===== src/core/arg_pkg.sv =====
// Constants shared by the result and pin control register bank.
package arg_pkg;
   // Register addresses of the eight result registers, in slot order, and of the pin control byte.
   localparam logic [7:0] ADDR_CURRENT_RESULT = 8'h40;
   localparam logic [7:0] ADDR_INTERNAL_TEMP_RESULT = 8'h44;
   localparam logic [7:0] ADDR_EXTERNAL_TEMP_RESULT = 8'h48;
   localparam logic [7:0] ADDR_PACK_VOLTAGE_RESULT = 8'h4C;
   localparam logic [7:0] ADDR_CELL1_VOLTAGE_RESULT = 8'h50;
   localparam logic [7:0] ADDR_CELL2_VOLTAGE_RESULT = 8'h54;
   localparam logic [7:0] ADDR_OFFSET_RESULT = 8'h58;
   localparam logic [7:0] ADDR_AUXILIARY_RESULT = 8'h5C;
   localparam logic [7:0] ADDR_RESULT_FIRST = ADDR_CURRENT_RESULT;
   localparam logic [7:0] ADDR_RESULT_LAST = ADDR_AUXILIARY_RESULT;
   localparam int RESULT_STRIDE_LOG2 = 2;
   localparam int NUM_SLOTS = 8;
   localparam logic [7:0] ADDR_PIN_IO_CONTROL = 8'h53;

   // Result register fields.
   localparam int RESULT_SIGN_BIT = 15;
   localparam int RESULT_MAG_MSB = 14;
   localparam int MAG_WIDTH = 15;
   localparam int RES_MIN_BITS = 8;
   localparam logic [15:0] RESULT_RESET = 16'h0000;

   // Pin control byte fields.
   localparam int PIO_PIN1_INPUT_ENABLE = 7;
   localparam int PIO_PIN0_INPUT_ENABLE = 6;
   localparam int PIO_PIN1_INPUT_VALUE = 5;
   localparam int PIO_PIN0_INPUT_VALUE = 4;
   localparam int PIO_PIN1_DRIVE_TYPE = 3;
   localparam int PIO_PIN0_DRIVE_TYPE = 2;
   localparam int PIO_PIN1_OUTPUT_DATA = 1;
   localparam int PIO_PIN0_OUTPUT_DATA = 0;
   localparam logic [7:0] PIO_WRITABLE_MASK = 8'hCF;
   localparam logic [7:0] PIO_RESET = 8'h03;
endpackage : arg_pkg


===== src/core/arg_pin_input.sv =====
// Two-flop synchroniser for one multipurpose pin with input gating.
`timescale 1ns/1ps
module arg_pin_input (
   // Clock and reset.
   input wire logic clk,
   input wire logic rst_n,
   // Pin level and gate.
   input wire logic pin_in,
   input wire logic input_enable,
   // Gated synchronised value.
   output logic value
);
   logic meta_ff;
   logic sync_ff;
   logic value_ff;
   logic nxt_value;

   // A disabled buffer reads as zero; only the third flop, value_ff, is gated.
   always_comb
   begin
      nxt_value = sync_ff & input_enable;
   end

   always_ff @(posedge clk)
   begin
      if (!rst_n)
      begin
         meta_ff <= 1'b0;
         sync_ff <= 1'b0;
         value_ff <= 1'b0;
      end
      else
      begin
         meta_ff <= pin_in;
         sync_ff <= meta_ff;
         value_ff <= nxt_value;
      end
   end

   assign value = value_ff;
endmodule : arg_pin_input


===== src/core/arg_result_regs.sv =====
// Conversion result registers and the multipurpose pin control byte.
// What this block does
// - Eight 16-bit result registers, one per conversion slot, keep the latest measurement.
// - Results sit at 0x40 to 0x5C, four apart, in fixed channel order.
// - Bit 15 gives polarity: one negative, zero positive.
// - Bits 14..0 hold unsigned magnitude, zeros zero, ones full scale.
// - Magnitude is left justified; host ignores bits beyond the resolution.
// - The pin control byte answers at address 0x53.
// - Pin 0 input enable at one makes pin 0 a digital input.
// - Pin 0 input enable at zero gates its buffer; input value reads zero.
// - Three-bit resolution picks 8 to 15 magnitude bits, one per step.
`timescale 1ns/1ps
module arg_result_regs (
   // Clock and reset.
   input wire logic CLK_SYS,
   input wire logic RST_N,
   // Register access port from the serial interface.
   input wire logic [7:0] REG_ADDR,
   input wire logic REG_WR,
   input wire logic [7:0] REG_WDATA,
   input wire logic REG_RD,
   output logic [15:0] REG_RDATA,
   output logic REG_RVALID,
   // Finished conversions from the converter sequencer.
   input wire logic CONV_VALID,
   input wire logic [2:0] CONV_SLOT,
   input wire logic CONV_SIGN,
   input wire logic [14:0] CONV_MAG,
   input wire logic [2:0] CONV_RES,
   // Multipurpose pin 0, shared with the thermistor input.
   input wire logic PIN0_IN,
   output logic PIN0_OUT,
   output logic PIN0_OE,
   output logic PIN0_PULLUP,
   // Multipurpose pin 1, shared with the cell 2 input.
   input wire logic PIN1_IN,
   output logic PIN1_OUT,
   output logic PIN1_OE,
   output logic PIN1_PULLUP
);
   logic [15:0] result_ff [arg_pkg::NUM_SLOTS];
   logic [15:0] nxt_result [arg_pkg::NUM_SLOTS];
   logic [7:0] pio_ff;
   logic [7:0] nxt_pio;
   logic [15:0] rdata_ff;
   logic [15:0] nxt_rdata;
   logic rvalid_ff;
   logic nxt_rvalid;
   logic [1:0] out_ff;
   logic [1:0] nxt_out;
   logic [1:0] oe_ff;
   logic [1:0] nxt_oe;
   logic [1:0] pull_ff;
   logic [1:0] nxt_pull;
   logic pin0_value;
   logic pin1_value;
   logic [14:0] res_mask;
   logic [7:0] pio_view;
   logic [2:0] rd_slot;
   logic rd_is_result;

   arg_pin_input u_pin0 (
      .clk(CLK_SYS),
      .rst_n(RST_N),
      .pin_in(PIN0_IN),
      .input_enable(pio_ff[arg_pkg::PIO_PIN0_INPUT_ENABLE]),
      .value(pin0_value)
   );

   arg_pin_input u_pin1 (
      .clk(CLK_SYS),
      .rst_n(RST_N),
      .pin_in(PIN1_IN),
      .input_enable(pio_ff[arg_pkg::PIO_PIN1_INPUT_ENABLE]),
      .value(pin1_value)
   );

   // Keeps the top 8 + CONV_RES magnitude bits and clears the rest.
   always_comb
   begin
      res_mask = 15'h7FFF << (5'(arg_pkg::MAG_WIDTH - arg_pkg::RES_MIN_BITS) - {2'b00, CONV_RES});
   end

   // Result capture; the slot number is the select code the host set up.
   always_comb
   begin
      for (int i = 0; i < arg_pkg::NUM_SLOTS; i++)
      begin
         nxt_result[i] = result_ff[i];
      end
      if (CONV_VALID)
      begin
         nxt_result[CONV_SLOT] = {CONV_SIGN, CONV_MAG & res_mask};
      end
   end

   // Pin control byte; input value bits are read only and come from the pins.
   always_comb
   begin
      nxt_pio = pio_ff;
      if (REG_WR && (REG_ADDR == arg_pkg::ADDR_PIN_IO_CONTROL))
      begin
         nxt_pio = REG_WDATA & arg_pkg::PIO_WRITABLE_MASK;
      end
      pio_view = pio_ff;
      pio_view[arg_pkg::PIO_PIN0_INPUT_VALUE] = pin0_value;
      pio_view[arg_pkg::PIO_PIN1_INPUT_VALUE] = pin1_value;
   end

   // Read decode; results occupy aligned words, the pin control byte answers at 0x53, everything else reads zero.
   always_comb
   begin
      rd_is_result = (REG_ADDR >= arg_pkg::ADDR_RESULT_FIRST) && (REG_ADDR <= arg_pkg::ADDR_RESULT_LAST)
         && (REG_ADDR[arg_pkg::RESULT_STRIDE_LOG2-1:0] == 2'b00);
      rd_slot = 3'(REG_ADDR[7:arg_pkg::RESULT_STRIDE_LOG2]
         - arg_pkg::ADDR_RESULT_FIRST[7:arg_pkg::RESULT_STRIDE_LOG2]);
      nxt_rvalid = REG_RD;
      nxt_rdata = rdata_ff;
      if (REG_RD)
      begin
         if (REG_ADDR == arg_pkg::ADDR_PIN_IO_CONTROL)
         begin
            nxt_rdata = {8'h00, pio_view};
         end
         else if (rd_is_result)
         begin
            nxt_rdata = result_ff[rd_slot];
         end
         else
         begin
            nxt_rdata = 16'h0000;
         end
      end
   end

   // Pin drivers: push-pull drives the data, open-drain only pulls low.
   always_comb
   begin
      for (int p = 0; p < 2; p++)
      begin
         logic push_pull;
         logic data;
         push_pull = 1'b0;
         data = 1'b0;
         push_pull = (p == 0) ? pio_ff[arg_pkg::PIO_PIN0_DRIVE_TYPE] : pio_ff[arg_pkg::PIO_PIN1_DRIVE_TYPE];
         data = (p == 0) ? pio_ff[arg_pkg::PIO_PIN0_OUTPUT_DATA] : pio_ff[arg_pkg::PIO_PIN1_OUTPUT_DATA];
         nxt_out[p] = push_pull ? data : 1'b0;
         nxt_oe[p] = push_pull ? 1'b1 : ~data;
         nxt_pull[p] = ~push_pull;
      end
   end

   // Results read as zero until the first conversion of each slot.
   always_ff @(posedge CLK_SYS)
   begin
      if (!RST_N)
      begin
         for (int i = 0; i < arg_pkg::NUM_SLOTS; i++)
         begin
            result_ff[i] <= arg_pkg::RESULT_RESET;
         end
      end
      else
      begin
         result_ff <= nxt_result;
      end
   end

   always_ff @(posedge CLK_SYS)
   begin
      if (!RST_N)
      begin
         pio_ff <= arg_pkg::PIO_RESET;
      end
      else
      begin
         pio_ff <= nxt_pio;
      end
   end

   // Read data holds the last answer until the next read.
   always_ff @(posedge CLK_SYS)
   begin
      if (!RST_N)
      begin
         rdata_ff <= 16'h0000;
         rvalid_ff <= 1'b0;
      end
      else
      begin
         rdata_ff <= nxt_rdata;
         rvalid_ff <= nxt_rvalid;
      end
   end

   // Reset leaves both pins released with their weak pull-ups on.
   always_ff @(posedge CLK_SYS)
   begin
      if (!RST_N)
      begin
         out_ff <= 2'h0;
         oe_ff <= 2'h0;
         pull_ff <= 2'h3;
      end
      else
      begin
         out_ff <= nxt_out;
         oe_ff <= nxt_oe;
         pull_ff <= nxt_pull;
      end
   end

   assign REG_RDATA = rdata_ff;
   assign REG_RVALID = rvalid_ff;
   assign PIN0_OUT = out_ff[0];
   assign PIN0_OE = oe_ff[0];
   assign PIN0_PULLUP = pull_ff[0];
   assign PIN1_OUT = out_ff[1];
   assign PIN1_OE = oe_ff[1];
   assign PIN1_PULLUP = pull_ff[1];
endmodule : arg_result_regs


===== config.mk =====
export PLATFORM = sky130hd
export DESIGN_NAME = arg_result_regs
export DESIGN_NICKNAME = d
export VERILOG_FILES = /design/src/core/arg_pkg.sv /design/src/core/arg_pin_input.sv /design/src/core/arg_result_regs.sv
export SDC_FILE = /design/constraint.sdc
export NUM_CORES = 1
export LEC_CHECK = 0
export BUFFER_PORTS_ARGS = -buffer_cell sky130_fd_sc_hd__buf_2
export CORE_MARGIN = 2
export CORE_UTILIZATION = 55
export CTS_BUF_LIST = sky130_fd_sc_hd__clkbuf_2
export DETAILED_ROUTE_END_ITERATION = 10
export PLACE_DENSITY = 0.78
export SYNTH_ARGS = -nofsm -noshare
export SYNTH_HDL_FRONTEND = slang
export SYNTH_SLANG_ARGS = --single-unit

===== constraint.sdc =====
create_clock -name CLK_SYS -period 1.05 [get_ports CLK_SYS]
set_input_delay 0.0525 -clock CLK_SYS [delete_from_list [all_inputs] [get_ports CLK_SYS]]
set_output_delay 0.0525 -clock CLK_SYS [all_outputs]
set_load 0.05 [all_outputs]

**Yosys cells after proc, flatten, opt, wreduce, memory -nomap -nowiden**

Cells that the tools add are included.

- Latch bits: 0
- Bits in read-only memories: 0
- Register bits: 163
- Memories: 0
- Memory bits (writable): 0
- Output and inout bits: 23

- Add/subtract/negate cells: 2
- Reductions and logical operators: 7
- $mul: 0
- Divide/modulo/power cells: 0
- Equality and inequality tests: 1
- Shift operators: 1
- Multiplexer cells: 10
- $lt $le $gt $ge: 5
- Bitwise logic cells: 9

Operators by type and width:

| operator | number |
|---|---|
| $bwmux W128 | 1 |
| $mux W16 | 5 |
| $bmux W16 S3 | 1 |
| $demux W16 S3 | 1 |
| $and A15 B15 Y15 | 1 |
| $shl A15 B5 Y15 const A | 1 |
| $eq A8 B7 Y1 const B | 1 |
| $ge A4 B4 Y1 const B | 2 |
| $ge A8 B7 Y1 const B | 1 |
| $le A8 B7 Y1 const B | 1 |
| $not A3 Y4 | 2 |
| $logic_and A1 B1 Y1 | 4 |
| $lt A4 B1 Y1 const B | 1 |
| $not A1 Y1 | 4 |
| $reduce_and A2 Y1 | 2 |
| $sub A3 B3 Y4 const A | 1 |
| $sub A3 B1 Y3 const B | 1 |
| $and A1 B1 Y1 | 2 |
| $logic_not A2 Y1 | 1 |
| $mux W1 | 2 |

**Longest topological paths before layout**

- Depth in word-level cells: 7
- Mapped depth: 6
- Mapped depth without buffers: 3

**By module**

Synthesis repeated with hierarchy kept, for this count alone.

- Cell total of the unflattened synthesis: 785
- Area total of the unflattened synthesis: 6781.5 um^2

By module, submodules not included:

| module | area each (um^2) | times used | cells an instance | sequential area each (um^2) |
|---|---|---|---|---|
| arg_result_regs | 6618.8 | 1 | 773 | 3143.0 |
| arg_pin_input | 81.3 | 2 | 6 | 60.1 |

**Worst setup path after synthesis**

Ideal clock, no wire load.

- Kind: input to register
- From: in REG_ADDR[2]
- To: reg rdata_ff[0] (netlist: REG_RDATA[0])
- Path slack: -81 ps
- Arrival time: 1006 ps
- Data required time: 924 ps
- Stages on the path: 5
- Path buffers: 2
- Cell sequence: buf_6 > buf_6 > mux4_2 > nand4_1 > nand4_1

- Cells in the longest elaborated chain, start to end: 7
- Elaborated cells between the ends (all ways): 12

RTL lines:

| what | RTL line | RTL |
|---|---|---|
| start: declaration | arg_result_regs.sv:18 | `input wire logic [7:0] REG_ADDR,` |
| $sub A3 B1 Y3 | arg_result_regs.sv:116 | `- arg_pkg::ADDR_RESULT_FIRST[7:arg_pkg::RESULT_STRIDE_LOG2]);` |
| $not A3 Y4 (not written as such) | arg_result_regs.sv:127 | `nxt_rdata = result_ff[rd_slot];` |
| $bmux W16 S3 | arg_result_regs.sv:127 |  |
| $mux W16 (not written as such) (2 in series) | arg_result_regs.sv:127 |  |
| $mux W16 | arg_result_regs.sv:125 | `else if (rd_is_result)` |
| $mux W16 (*) | arg_result_regs.sv:121 | `if (REG_ADDR == arg_pkg::ADDR_PIN_IO_CONTROL)` |
| end signal: assignment | arg_result_regs.sv:191 | `rdata_ff <= nxt_rdata;` |
| end: declaration | arg_result_regs.sv:45 | `logic [15:0] rdata_ff;` |

Mark *: on every way between the ends. The rest lies on a longest branch, timed or not. The select of a mux whose other input is x is not followed.
A chain may end at the register's enable or synchronous reset.

**Worst setup path after layout**

- From: reg rdata_ff[9] (netlist: REG_RDATA[9])
- To: out REG_RDATA[9]

RTL lines:

| what | RTL line | RTL |
|---|---|---|
| end: declaration | arg_result_regs.sv:22 | `output logic [15:0] REG_RDATA,` |

No word-level cell between the ends.

==> flow_metrics.env <==
export IMPL_hp_class="in2reg"
export IMPL_synth_area_per_cell_um2=8.68
export IMPL_synth_largest_area_cell="sky130_fd_sc_hd__dfxtp_1"
export IMPL_antennaDiodeCount=0
export IMPL_num_nets_final=967
export IMPL_run_status="finished with violations"
export IMPL_synth_warning_count=0
export IMPL_route_detailed_drc=0
export IMPL_first_global_vias=6154
export IMPL_finalCritPeriodShare_pct=132
export IMPL_ir_drop_v=0.000760
export IMPL_path_max_fanout=2
export IMPL_reg2reg_setup_slack_ns=-0.16
export IMPL_async_reset_ff_share_pct=0
export IMPL_area_growth_from_synthesis_to_layout_pct=26.5
export IMPL_netlist_area_um2=7020
export IMPL_overflow=0
export IMPL_via_per_inst=5.92
export IMPL_maxCapViolCount=0
export IMPL_ys_top_cells_by_area="sky130_fd_sc_hd__dfxtp_1 46%, sky130_fd_sc_hd__nand2_1 14%, sky130_fd_sc_hd__a21oi_1 9.4%, sky130_fd_sc_hd__mux4_2 7.1%, sky130_fd_sc_hd__mux2_2 2.2%"
export IMPL_utilization_pct=70.7
export IMPL_detailedPlacementHpwl_um=12500
export IMPL_grt_first_pass_wirelength_um=31700
export IMPL_postCtsHoldBufs=49
export IMPL_syn_instance_count=809
export IMPL_synth_edff_count=0
export IMPL_fraction_of_final_layout_cells_sized_beyond_drive_strength_1_pct=28.9
export IMPL_clkLatencyLatePin_ns=0.75
export IMPL_placement_rows=41
export IMPL_start_util_pct=55.9
export IMPL_ctsRootBufferMaster="sky130_fd_sc_hd__clkbuf_2"
export IMPL_clock_sinks=163
export IMPL_grt_antenna_before_repair=0
export IMPL_power_switching_share_pct=27.6
export IMPL_hold_violations=3
export IMPL_grt_start_max_net_pins=53
export IMPL_groute_usage_overall_pct=30.3
export IMPL_portBuffers=65
export IMPL_timing_hold_ws_ns=-0.0418
export IMPL_initialDrtViolationCount=825
export IMPL_total_leakage_power_nw=3.25
export IMPL_grt_setup_unrepaired="yes"
export IMPL_leading_cell_types_in_the_layout_fill_and_taps_excluded="264 x sky130_fd_sc_hd__nand2_1, 131 x sky130_fd_sc_hd__a21oi_1, 114 x sky130_fd_sc_hd__dfxtp_1, 48 x sky130_fd_sc_hd__dfxtp_2, 45 x sky130_fd_sc_hd__dlygate4sd3_1"
export IMPL_cp_data_required_time_ns=1.00
export IMPL_multiInputGateArea_um2=3370
export IMPL_slowest_stage="sky130_fd_sc_hd__dfxtp_2"
export IMPL_routed_wl_um=20600
export IMPL_fillerInstances=875
export IMPL_critPathArrivalTime_ns=1.34
export IMPL_cellPowerDensity_nw_per_um2=1240
export IMPL_vias=6549
export IMPL_slew_violations=0
export IMPL_critical_path_class="reg2out"
export IMPL_timing_hold_worst_start="REG_ADDR[4]"
export IMPL_critPathLaunch="REG_RDATA[9]$_SDFFE_PN0P_"
export IMPL_postLayoutSetupSlackWorst_ns=-0.341
export IMPL_cts_tree="built"
export IMPL_start_kind="register"
export IMPL_seqPwrFrac_pct=57.6
export IMPL_worst_setup_hold_path_clk_slew_ns=0.27
export IMPL_timing_critical_path_max_delay_family="flip-flops"
export IMPL_r2r_start="result_ff[3]$_SDFFE_PN0P_"
export IMPL_finalWorstPathRequiredPeriod_ns=1.39
export IMPL_worstMarginPinSlew_ns=0.554
export IMPL_synthesis_nets=854
export IMPL_area_sequential_um2=3330
export IMPL_cp_buffers_inverters=1
export IMPL_cts_inserted_buffers=17
export IMPL_core_um2=12600
export IMPL_firstDrtPassIters=5
export IMPL_synth_yosys_seq_area_share_pct=46.5
export IMPL_yosys_most_used_dff="sky130_fd_sc_hd__dfxtp_1"
export IMPL_die_area_um2=13700
export IMPL_floorplan_io_pins=68
export IMPL_die_height_um=117
export IMPL_intPower_w=0.00799
export IMPL_crit_path_end_kind="primary output"
export IMPL_crit_path_max_cell_delay_ns=0.43
export IMPL_violations="negative hold slack, negative setup slack"
export IMPL_wl_per_cell_um=18.6
export IMPL_synthesis_stage_register_bit_count=163
export IMPL_power_share_clock_pct=31.1
export IMPL_timing_final_setup_violations=43
export IMPL_synth_lib_cells_used_distinct=42
export IMPL_place_worst_setup_slack_ns=-0.391
export IMPL_finalWeightedCongestion=0.849
export IMPL_power_switching_w=0.00305
export IMPL_timing_max_slew_rel_slack_pct=63.1
export IMPL_cts_htree_levels=4
export IMPL_post_synth_top_area_fraction_pct=46.5
export IMPL_ctsLongestPathBuffers=2
export IMPL_final_common_cell="sky130_fd_sc_hd__nand2_1"
export IMPL_horizontal_die_dimension_um=117
export IMPL_final_antenna_net_count=0
export IMPL_crit_chain="buf_8"
export IMPL_final_setup_skew_ns=0.0374
export IMPL_fmax_ghz=0.719
export IMPL_p_comb_share_pct=11.3
-- cell families after synthesis --
logic type	after synthesis	share of synthesized area, %
AND/OR/NAND/NOR	356	23.4
AO/OA/AOI/OAI	166	13.2
flip-flops	163	46.5
buffers and inverters	82	6.72
multiplexers	42	10.2
-- final timing paths --
check,to,cells past startpoint
max reg2reg,REG_RDATA[3]$_SDFFE_PN0P_,3
min reg2reg,pull_ff[1]$_SDFF_PN1_,1
max,REG_RDATA[9],1
min,pio_ff[2]$_SDFFE_PN0P_,5
-- cell usage after synthesis, types with 2 or more instances --
library cell                instances
sky130_fd_sc_hd__mux2_2            14
sky130_fd_sc_hd__inv_1              3
sky130_fd_sc_hd__o31ai_1            8
sky130_fd_sc_hd__and4bb_2           5
sky130_fd_sc_hd__and2_1             6
sky130_fd_sc_hd__nand2_1          266
sky130_fd_sc_hd__o22ai_1            7
sky130_fd_sc_hd__a22o_1             3
sky130_fd_sc_hd__nand3_1           10
sky130_fd_sc_hd__a21oi_2            2
sky130_fd_sc_hd__and4b_1            3
sky130_fd_sc_hd__buf_2             23
sky130_fd_sc_hd__o41ai_1            6
sky130_fd_sc_hd__dfxtp_1          163
sky130_fd_sc_hd__a41oi_1            2
sky130_fd_sc_hd__buf_6              8
sky130_fd_sc_hd__clkbuf_1          26
sky130_fd_sc_hd__mux4_2            22
sky130_fd_sc_hd__nor2b_1            7
sky130_fd_sc_hd__and4_1             2
sky130_fd_sc_hd__nand4_1           25
sky130_fd_sc_hd__nor2_1             8
sky130_fd_sc_hd__mux2i_1            6
sky130_fd_sc_hd__o32ai_1            2
sky130_fd_sc_hd__nand4bb_1          3
sky130_fd_sc_hd__a21oi_1          132
sky130_fd_sc_hd__and3_1             5
sky130_fd_sc_hd__nand4b_1           9
sky130_fd_sc_hd__buf_4             20
-- final cells by class --
| type | instances | share of cell area, % |
|---|---|---|
| sequential | 163 | 37.4 |
| tap | 172 | 2.42 |
| clock inverter | 14 | 1.69 |
| inverter | 4 | 0.183 |
| timing repair buffer | 171 | 19.4 |
| clock buffer | 18 | 1.01 |
| multi-input combinational | 565 | 37.9 |
-- what timing repair did --
action	4_1_cts	5_1_grt
setup endpoints to repair	39	44
hold endpoints to repair	161	7
pin swaps	7	4
resized for setup	103	30
buffers inserted	1	5
cloned	0	1
-- metal layers --
layer | track usage (%) | wire [um]
met5 | 0 | 0
met4 | 11.2 | 510
met3 | 6.49 | 1840
met2 | 49.6 | 10100
met1 | 39.8 | 8160
-- state kept, by name, indices dropped and copies added, names as in the netlist, 2 cells and up --
| register | cells |
|---|---|
| REG_RDATA | 16 |
| oe_ff | 2 |
| out_ff | 2 |
| pio_ff | 6 |
| pull_ff | 2 |
| result_ff | 128 |
-- stage by stage --
step	cell area (um2)	power, W	std cells	setup TNS (ns)
after floorplan	7080	0.00712	809	-0.456
after global placement	7790	0.00749	1023	-10.13
after detailed placement	7790	0.00751	1023	-11.97
after CTS	8790	0.0110	1105	-10.08
after global routing	8890	0.0114	1107	-10.91
final	8890	0.0110	1107	-8.21
-- power groups by stage --
stage | clock network, W | registers [W] | logic, W
final | 0.00344 | 0.00635 | 0.00125
after detailed placement | 0 | 0.00646 | 0.00105
after global placement | 0 | 0.00646 | 0.00103
after CTS | 0.00343 | 0.00635 | 0.00118
after global routing | 0.00374 | 0.00636 | 0.00134
after floorplan | 0 | 0.00646 | 0.000661
(Power assumes the default switching activity.)
